==> config.mk <==
export PLATFORM = sky130hd
export DESIGN_NAME = rtc_spi_slave_register_port
export DESIGN_NICKNAME = d
export VERILOG_FILES = /design/src/shared/spi_port_pkg.sv /design/src/shared/byte_stream_if.sv /design/src/design/rtc_spi_slave_register_port.sv /design/src/design/word_buffer2.sv
export SDC_FILE = /design/constraint.sdc
export NUM_CORES = 1
export LEC_CHECK = 0
export ABC_CLOCK_PERIOD_IN_PS = 4930
export BUFFER_PORTS_ARGS = -buffer_cell sky130_fd_sc_hd__buf_2
export CAP_MARGIN = 20
export CORE_ASPECT_RATIO = 0.75
export CORE_MARGIN = 4
export CORE_UTILIZATION = 62
export CTS_BUF_LIST = sky130_fd_sc_hd__clkbuf_8
export DETAILED_ROUTE_END_ITERATION = 16
export PLACE_DENSITY_LB_ADDON = 0.25
export SLEW_MARGIN = 20
export SYNTH_ARGS = -nofsm -noshare
export SYNTH_HDL_FRONTEND = slang
export SYNTH_SLANG_ARGS = --single-unit
==> constraint.sdc <==
create_clock -name clk -period 4.93 [get_ports clk]
set_clock_uncertainty 0.1 [all_clocks]
set_input_delay 0.493 -clock clk [delete_from_list [all_inputs] [get_ports clk]]
set_output_delay 0.493 -clock clk [all_outputs]
set_load 0.02 [all_outputs]
==> src/shared/spi_port_pkg.sv <==
// constants and types shared by the serial register port
package spi_port_pkg;
	localparam int ADDR_W = 7;
	localparam int DATA_W = 8;
	localparam logic [2:0] LAST_BIT = 3'h7;
	localparam int RW_BIT = 7;
	localparam logic [ADDR_W-1:0] PTR_STEP = 7'h01;
	localparam logic [ADDR_W-1:0] COUNTER_FIRST = 7'h00;
	localparam logic [ADDR_W-1:0] COUNTER_LAST = 7'h07;
	localparam int CLK_HZ = 20000000;
	localparam int HOLD_TIMEOUT_MS = 250;
	localparam int HOLD_TIMEOUT_CYCLES = (CLK_HZ / 1000) * HOLD_TIMEOUT_MS;
	localparam int TMO_W = 24;
	localparam int BUF_DEPTH = 2;
	localparam int WORD_W = ADDR_W + DATA_W;

	typedef enum {PH_ADDR, PH_WRITE, PH_READ} phase_t;

	function automatic logic is_counter(input logic [ADDR_W-1:0] a);
		return (a >= COUNTER_FIRST) && (a <= COUNTER_LAST);
	endfunction
endpackage

==> src/shared/byte_stream_if.sv <==
// address and data word stream with valid and ready
`timescale 1ns/1ps
`default_nettype none
interface byte_stream_if;
	logic valid;
	logic ready;
	logic [spi_port_pkg::WORD_W-1:0] word;
	modport src (output valid, output word, input ready);
	modport snk (input valid, input word, output ready);
endinterface
`default_nettype wire

==> src/design/rtc_spi_slave_register_port.sv <==
// serial register port with counter coherence and tick hold-off
`timescale 1ns/1ps
`default_nettype none
module rtc_spi_slave_register_port
#(
	parameter int HOLD_TIMEOUT = spi_port_pkg::HOLD_TIMEOUT_CYCLES
)
(
	input wire logic clk,
	input wire logic rst_n,
	input wire logic spi_clk,
	input wire logic chip_enable_n,
	input wire logic serial_in,
	output logic serial_out,
	output logic serial_out_oe_n,
	output logic [spi_port_pkg::ADDR_W-1:0] rd_addr,
	input wire logic [spi_port_pkg::DATA_W-1:0] rd_data,
	output logic wr_valid,
	input wire logic wr_ready,
	output logic [spi_port_pkg::ADDR_W-1:0] wr_addr,
	output logic [spi_port_pkg::DATA_W-1:0] wr_data,
	input wire logic counter_write_enable,
	input wire logic tick_1hz_in,
	input wire logic tick_100hz_in,
	output logic tick_1hz_out,
	output logic tick_100hz_out,
	output logic hold_ticks,
	output logic chain_reset
);
	////////////////////////////////////////////////////////////////////////////
	typedef struct packed {
		logic sck_m;
		logic sck_s;
		logic sck_q;
		logic ce_m;
		logic ce_s;
		logic din_m;
		logic din_s;
		spi_port_pkg::phase_t phase;
		logic [2:0] bit_cnt;
		logic [spi_port_pkg::DATA_W-1:0] sh_in;
		logic [spi_port_pkg::DATA_W-1:0] sh_out;
		logic [spi_port_pkg::ADDR_W-1:0] ptr;
		logic load;
		logic so;
		logic so_oe_n;
		logic push_v;
		logic [spi_port_pkg::WORD_W-1:0] push_w;
		logic hold;
		logic [spi_port_pkg::TMO_W-1:0] tmo;
		logic pend1;
		logic pend100;
		logic tick1;
		logic tick100;
		logic chain_rst;
	} port_state_t;

	localparam logic [spi_port_pkg::TMO_W-1:0] TMO_LIMIT =
		spi_port_pkg::TMO_W'(HOLD_TIMEOUT - 1);

	logic rst_m_r;
	logic rst_s_r;
	port_state_t s_r;
	port_state_t s_nxt;
	logic rise;
	logic fall;
	logic [spi_port_pkg::DATA_W-1:0] byte_in;
	logic counter_hit;

	byte_stream_if wr_in ();
	byte_stream_if wr_out ();

	////////////////////////////////////////////////////////////////////////////
	// reset release through two flops

	always_ff @(posedge clk or negedge rst_n)
	begin
		if (!rst_n)
		begin
			rst_m_r <= 1'b0;
			rst_s_r <= 1'b0;
		end
		else
		begin
			rst_m_r <= 1'b1;
			rst_s_r <= rst_m_r;
		end
	end

	////////////////////////////////////////////////////////////////////////////
	// write path buffer, drained by the register file

	assign wr_in.valid = s_r.push_v;
	assign wr_in.word = s_r.push_w;

	word_buffer2 u_buf
	(
		.clk(clk),
		.rst_n(rst_s_r),
		.in_s(wr_in),
		.out_s(wr_out)
	);

	assign wr_valid = wr_out.valid;
	assign wr_out.ready = wr_ready;
	assign wr_addr = wr_out.word[spi_port_pkg::WORD_W-1:spi_port_pkg::DATA_W];
	assign wr_data = wr_out.word[spi_port_pkg::DATA_W-1:0];

	////////////////////////////////////////////////////////////////////////////
	// edges of the master clock, found after the synchronisers

	assign rise = s_r.sck_s && !s_r.sck_q;
	assign fall = !s_r.sck_s && s_r.sck_q;
	assign byte_in = {s_r.sh_in[spi_port_pkg::DATA_W-2:0], s_r.din_s};
	assign counter_hit = spi_port_pkg::is_counter(s_r.ptr);

	always_comb
	begin
		s_nxt = s_r;
		s_nxt.sck_m = spi_clk;
		s_nxt.sck_s = s_r.sck_m;
		s_nxt.sck_q = s_r.sck_s;
		s_nxt.ce_m = chip_enable_n;
		s_nxt.ce_s = s_r.ce_m;
		s_nxt.din_m = serial_in;
		s_nxt.din_s = s_r.din_m;
		s_nxt.load = 1'b0;
		s_nxt.chain_rst = 1'b0;
		s_nxt.tick1 = 1'b0;
		s_nxt.tick100 = 1'b0;

		// word stays offered until the buffer takes it
		if (s_r.push_v && wr_in.ready)
			s_nxt.push_v = 1'b0;

		if (s_r.ce_s)
		begin
			// frame over: drop partial byte, release the output line
			s_nxt.phase = spi_port_pkg::PH_ADDR;
			s_nxt.bit_cnt = 3'h0;
			s_nxt.so_oe_n = 1'b1;
			s_nxt.hold = 1'b0;
		end
		else
		begin
			if (rise)
			begin
				s_nxt.sh_in = byte_in;
				s_nxt.bit_cnt = s_r.bit_cnt + 3'h1;
				if (s_r.bit_cnt == spi_port_pkg::LAST_BIT)
				begin
					case (s_r.phase)
						spi_port_pkg::PH_ADDR:
						begin
							s_nxt.ptr = byte_in[spi_port_pkg::ADDR_W-1:0];
							if (byte_in[spi_port_pkg::RW_BIT])
								s_nxt.phase = spi_port_pkg::PH_WRITE;
							else
							begin
								s_nxt.phase = spi_port_pkg::PH_READ;
								s_nxt.load = 1'b1;
							end
							if (spi_port_pkg::is_counter(byte_in[spi_port_pkg::ADDR_W-1:0]))
								s_nxt.hold = 1'b1;
						end
						spi_port_pkg::PH_WRITE:
						begin
							// counter bytes without write enable are dropped
							if (!counter_hit || counter_write_enable)
							begin
								s_nxt.push_v = 1'b1;
								s_nxt.push_w = {s_r.ptr, byte_in};
							end
							if (counter_hit && counter_write_enable)
								s_nxt.chain_rst = 1'b1;
							s_nxt.ptr = s_r.ptr + spi_port_pkg::PTR_STEP;
							if (spi_port_pkg::is_counter(s_r.ptr + spi_port_pkg::PTR_STEP))
								s_nxt.hold = 1'b1;
						end
						spi_port_pkg::PH_READ:
							s_nxt.load = 1'b1;
						default:
							s_nxt.phase = spi_port_pkg::PH_ADDR;
					endcase
				end
			end

			// output changes only on falling edges, read phase only
			if (fall && s_r.phase == spi_port_pkg::PH_READ)
			begin
				s_nxt.so = s_r.sh_out[spi_port_pkg::DATA_W-1];
				s_nxt.sh_out = {s_r.sh_out[spi_port_pkg::DATA_W-2:0], 1'b0};
				s_nxt.so_oe_n = 1'b0;
			end

			// the pointed byte is fetched in the cycle after the last rise of a byte
			if (s_r.load)
			begin
				s_nxt.sh_out = rd_data;
				s_nxt.ptr = s_r.ptr + spi_port_pkg::PTR_STEP;
				if (spi_port_pkg::is_counter(s_r.ptr + spi_port_pkg::PTR_STEP))
					s_nxt.hold = 1'b1;
			end
		end

		// a stalled master must not freeze timekeeping for good
		if (s_r.hold)
		begin
			if (rise || fall)
				s_nxt.tmo = '0;
			else if (s_r.tmo == TMO_LIMIT)
			begin
				s_nxt.hold = 1'b0;
				s_nxt.tmo = '0;
			end
			else
				s_nxt.tmo = s_r.tmo + spi_port_pkg::TMO_W'(1);
		end
		else
			s_nxt.tmo = '0;

		// ticks are deferred while held; repeats merge into one pending tick
		if (s_r.hold)
		begin
			s_nxt.pend1 = s_r.pend1 || tick_1hz_in;
			s_nxt.pend100 = s_r.pend100 || tick_100hz_in;
		end
		else
		begin
			s_nxt.tick1 = tick_1hz_in || s_r.pend1;
			s_nxt.tick100 = tick_100hz_in || s_r.pend100;
			s_nxt.pend1 = 1'b0;
			s_nxt.pend100 = 1'b0;
		end

		// chain restart makes an old deferred tick stale
		if (s_r.chain_rst)
		begin
			s_nxt.pend1 = 1'b0;
			s_nxt.pend100 = 1'b0;
		end
	end

	always_ff @(posedge clk or negedge rst_s_r)
	begin
		if (!rst_s_r)
		begin
			s_r <= '0;
			s_r.sck_m <= 1'b0;
			s_r.ce_m <= 1'b1;
			s_r.ce_s <= 1'b1;
			s_r.so_oe_n <= 1'b1;
			s_r.phase <= spi_port_pkg::PH_ADDR;
		end
		else
			s_r <= s_nxt;
	end

	////////////////////////////////////////////////////////////////////////////
	// outputs; a counter write may skew one square-wave period downstream

	assign serial_out = s_r.so;
	assign serial_out_oe_n = s_r.so_oe_n;
	assign rd_addr = s_r.ptr;
	assign hold_ticks = s_r.hold;
	assign chain_reset = s_r.chain_rst;
	assign tick_1hz_out = s_r.tick1;
	assign tick_100hz_out = s_r.tick100;
endmodule // rtc_spi_slave_register_port
`default_nettype wire

==> src/design/word_buffer2.sv <==
// two-entry buffer between the serial side and the register write side
`timescale 1ns/1ps
`default_nettype none
module word_buffer2
(
	input wire logic clk,
	input wire logic rst_n,
	byte_stream_if.snk in_s,
	byte_stream_if.src out_s
);
	typedef struct packed {
		logic [spi_port_pkg::BUF_DEPTH-1:0][spi_port_pkg::WORD_W-1:0] mem;
		logic rd_idx;
		logic wr_idx;
		logic [1:0] count;
	} buf_state_t;

	buf_state_t s_r;
	buf_state_t s_nxt;
	logic push;
	logic pop;

	assign in_s.ready = (s_r.count != 2'(spi_port_pkg::BUF_DEPTH));
	assign out_s.valid = (s_r.count != 2'h0);
	assign out_s.word = s_r.mem[s_r.rd_idx];
	assign push = in_s.valid && in_s.ready;
	assign pop = out_s.valid && out_s.ready;

	always_comb
	begin
		s_nxt = s_r;
		if (push)
		begin
			s_nxt.mem[s_r.wr_idx] = in_s.word;
			s_nxt.wr_idx = ~s_r.wr_idx;
		end
		if (pop)
			s_nxt.rd_idx = ~s_r.rd_idx;
		if (push && !pop)
			s_nxt.count = s_r.count + 2'h1;
		else if (pop && !push)
			s_nxt.count = s_r.count - 2'h1;
	end

	always_ff @(posedge clk or negedge rst_n)
	begin
		if (!rst_n)
			s_r <= '0;
		else
			s_r <= s_nxt;
	end
endmodule // word_buffer2
`default_nettype wire

### Yosys cells after proc, flatten, opt, wreduce, memory -nomap -nowiden

Cells that the tools add are included.

* bits in registers: 150
* bits of input ports: 17
* logic and storage cells: 141

* add/sub/neg operators: 5
* $lt $le $gt $ge: 9
* eq/ne operators: 7
* multiplexer cells: 48
* bitwise operators: 3
* reductions and logical operators: 38

Operators with widths (number)
* $mux 24: 3
* $pmux 32 s2: 1
* $mux 15: 4
* $mux 16: 3
* $mux 43: 1
* $mux 35: 1
* $mux 17: 2
* $eq 32x1->1 const B: 1
* $eq 32x2->1 const B: 1
* $eq 32x3->1 const B: 1
* $logic_not 32->1: 1
* $mux 32: 1
* $bwmux 30: 1
* $add 24x1->24 const B: 1
* $eq 24x23->1 const B: 1
* $mux 8: 3
* $ge 7x1->1 const B: 3
* $le 7x3->1 const B: 3
* $mux 1: 16
* $mux 2: 8
* $reduce_bool 2->1: 8
* $demux 15 s1: 1
* $pmux 7 s2: 1
* $logic_and 1x1->1: 12
* 19 further kinds: 32

### Depth between registers and ports, before layout

* depth in word-level cells: 14
* gate-level depth with buffers: 8
* depth with buffers taken out: 7

### Cells and area by module

A second synthesis with hierarchy kept.

* cell total of the unflattened synthesis: 453
* area, all modules: 5550.3 sq um

Modules (own cells, without submodules)
* rtc_spi_slave_register_port: instances 1, cells each 355, area an instance 3940.0 sq um, sequential area each 2130.8 sq um
* word_buffer2: instances 1, cells each 98, area an instance 1610.3 sq um, sequential area each 850.8 sq um

### Worst setup path after synthesis

No wires, ideal clock.

* path type: reg-to-reg
* from: register s_r[111] (netlist bit)
* to: register s_r, in the netlist wr_in.word[10]
* data arrival time: 1734 ps
* data required time: 4705 ps
* path slack: 2970 ps
* cell stages (with the launch flop): 9
* path buffers: 3
* cell sequence: dfrtp_1 > inv_1 > ha_1 > buf_2 > nor2b_1 > buf_2 > o2111ai_4 > buf_6 > mux2_4

* longest elaborated chain between the ends: 3

RTL lines
* start: declaration: RTL line rtc_spi_slave_register_port.sv:63 `port_state_t s_r;`
* start signal: assignment: RTL line rtc_spi_slave_register_port.sv:256 `s_r <= s_nxt;`
* $logic_not 1->1: RTL line rtc_spi_slave_register_port.sv:112 `assign rise = s_r.sck_s && !s_r.sck_q;`
* $logic_and 1x1->1: RTL line rtc_spi_slave_register_port.sv:112
* $reduce_and 5->1 (no source line)

Every way passes these cells.
A chain may end at the register's enable or synchronous reset.

### Worst setup path in the final report

* from: register s_r[111] (netlist bit)
* to: register s_r, in the netlist wr_in.word[11]

Same word-level chain as after synthesis.

==> reports/metrics.yaml <==
yosys:
  netlist.top_cell.by_area: "dfrtp_1"
  synth_edf_count: 0
  synth_common_cells: "dfrtp_1, mux2_2, nor2_1"
  synth_ff_type: "dfrtp_1"
  syn_avg_cell_area_um2: 11.9
  synth_fp_nets: 492
  yosysMostFrequentCell: "dfrtp_1"
  synth_area_mm2: 0.00551
  synth-compound-area-share: 0.0847
  synth_fa_ha_area_frac: 0.0273
  async_flop_share: 1.00
  yosys-top-cells-area: "dfrtp_1, mux2_2, a21oi_1"
  synth_top_family_by_area: "multiplexers"
  synth_cell_types: 52
  synthMuxAreaShare: 0.162
  ys_seq_elements: 119
  yosys.area_share.xor_xnor: 0.0270
  synthSimpleGateAreaFrac: 0.116
  syn-instance-count: 463
  yosysWarnings: 0
  seq_area_frac_synth: 0.541
  synth_top_area_share: 0.527
floorplanning:
  rows: 29
  dieArea_mm2: 0.0105
  start_util: 0.643
  die_w_um: 117
  coreArea_mm2: 0.00856
  die_h_um: 89.6
  pin_count: 46
setup_path:
  crit_path_end_kind: "flop"
  critical_path_class: "reg -> reg"
  r2r_end: "wr_in.word[11]"
  reg2reg_slack_ns: 2.24
  reg2regPathDepth: 5
  worst_setup_path_start_kind: "flop"
  worstPathArrival_ns: 2.89
  required_ns: 5.13
  reg2reg_from: "s_r[111]"
  cp_max_fo: 16
place:
  port_buffers: 45
  dp_hpwl_um: 7050
  place_inst: 588
  gp_congestion: 0.909
cts:
  cts_tree: "yes"
  clk_latency_ns: 0.42
  cts_htree_levels: 4
  clockRootBuffer: "clkbuf_8"
  cts.repair.resized: 0
  cts.path.max_buffers: 2
  cts_sinks: 119
  cts_buffers: 17
  clkTransAtPathRegs_ns: 0.06
  post_cts_buffers: 0
min_path:
  hold_end: "s_nxt[109]"
  hold_depth: 1
  hp-class: "in -> reg"
  min_from: "chip_enable_n"
route:
  antenna_left: 0
  drtPass1Iterations: 4
  vias: 3581
  wl_met3_um: 503
  routed_wirelength_um: 10200
  via_per_inst: 5.77
  post-route-drc-count: 0
  top_layer_used: "met4"
  drt-initial-drc-count: 242
  wl_met1_um: 4800
  met2WireLength_um: 4720
  routedWlPerCell_um: 16.4
timing:
  min_period_ns: 2.69
  period_share: 0.546
  max_freq_mhz: 371
  slew_headroom: 0.349
  finalSetupTns_ns: 0
  holdWs_ns: 0.0727
  finalSetupViolations: 0
  worst_pin_slew_ns: 0.975
  rsz0062_at_grt: "no"
  hold_viol_final: 0
  slew_viol_final: 0
finish:
  nets: 530
  drive_gt1_frac: 0.304
  antenna_cells: 0
  instances_no_fill: 621
  area_growth_pct: 10.7
  n_fill_cell: 637
grt:
  grt_start_max_net_pins: 83
  grt_first_pass_wirelength_um: 17200
  antenna_found_initial: 0
  overflow: 0
  gr-usage-all-layers: 0.216
  first_global_vias: 3559
flow_run:
  maxCapViolations: 0
outcome:
  status: "finished, final reports clean"
power:
  ir_drop_mv: 0.299
  p_leak_uw: 0.00290
  powerDensity_mw_per_mm2: 331
==> final cells by class <==
| cell class | count | area [µm²] | area share |
|---|---|---|---|
| well taps | 108 | 135 | 0.0222 |
| flip-flops and latches | 119 | 2990 | 0.489 |
| clock buffers | 24 | 330 | 0.0542 |
| repair buffers | 49 | 278 | 0.0455 |
| inverters | 12 | 45.0 | 0.00738 |
| clock inverters | 7 | 28.8 | 0.00472 |
| multi-input cells | 302 | 2300 | 0.377 |
==> layout by cell type, fill, tap and decap left out, types with 14 or more instances in the layout <==
master,instances
a21oi_1,30
buf_2,45
clkbuf_8,24
dfrtp_1,115
inv_1,16
mux2_2,59
nand2_1,22
nand3_1,14
nor2_1,39
o21ai_0,17
==> how the worst max path moves through the flow <==
| stage | slack, ns | startpoint | end |
|---|---|---|---|
| finish | 2.24 | s_r[111] | wr_in.word[11] |
| global route | 2.09 | s_r[111] | wr_in.word[11] |
| CTS | 2.19 | s_r[111] | wr_in.word[11] |
| detailed placement | 2.21 | s_r[111] | wr_in.word[11] |
| global placement | 2.34 | s_r[111] | wr_in.word[9] |
| floorplan | 1.27 | rst_s_r | byte_in[0] |
==> what timing repair did <==
action,in CTS,in global routing
hold buffers,1,0
setup endpoints to repair,0,0
hold endpoints to repair,2,0
==> kinds of logic (layout without fill, tap and decap cells) <==
kind of cell / count (synthesis) / in the layout
simple gates: 124 / 124
flops: 119 / 119
mux: 77 / 77
compound gates: 71 / 71
buf+inv: 42 / 92
xor+xnor: 17 / 17
fa+ha+maj: 12 / 12
other cells: 1 / 1
==> through the flow <==
| stage | worst slack, ns | instance area [µm²] | total power [µW] | util |
|---|---|---|---|---|
| 3_5_place_dp | 2.21 | 5700 | 1260 | 0.666 |
| 3_3_place_gp | 2.34 | 5700 | 1250 | 0.666 |
| 2_1_floorplan | 1.27 | 5510 | 1210 | - |
| 4_1_cts | 2.19 | 6070 | 2040 | 0.709 |
| 6_report | 2.24 | 6100 | 2020 | 0.712 |
| 5_1_grt | 2.09 | 6100 | 2110 | 0.712 |
==> power breakdown <==
group	switching [µW]	total (µW)	internal [µW]
Sequential	81.0	1100	1020
Clock	346	774	428
Combinational	63.1	146	82.4
==> flip-flops by register name, indices dropped and copies added, names as in the netlist <==
register and cells:
serial_out_oe_n 1, wr_in.valid 1, tick_100hz_out 1, chain_reset 1, u_buf.s_r 34, rst_m_r 1
rd_addr 7, serial_out 1, wr_in.word 15, hold_ticks 1, rst_s_r 1, tick_1hz_out 1
s_r 42, s_nxt 4, byte_in 8
==> critical path, stage by stage, from the launching register on <==
cell and delay (ns):
dfrtp_1 0.37, inv_1 0.06, ha_1 0.35, nor2b_1 0.72, o2111ai_4 0.52, mux2_4 0.44
==> routing by layer <==
metal,global-route usage,up-vias
met5,0,-
met4,0.0802,0
met3,0.0576,14
met2,0.328,80
met1,0.304,1772
li1,-,1715
(Power assumes the default switching activity.)
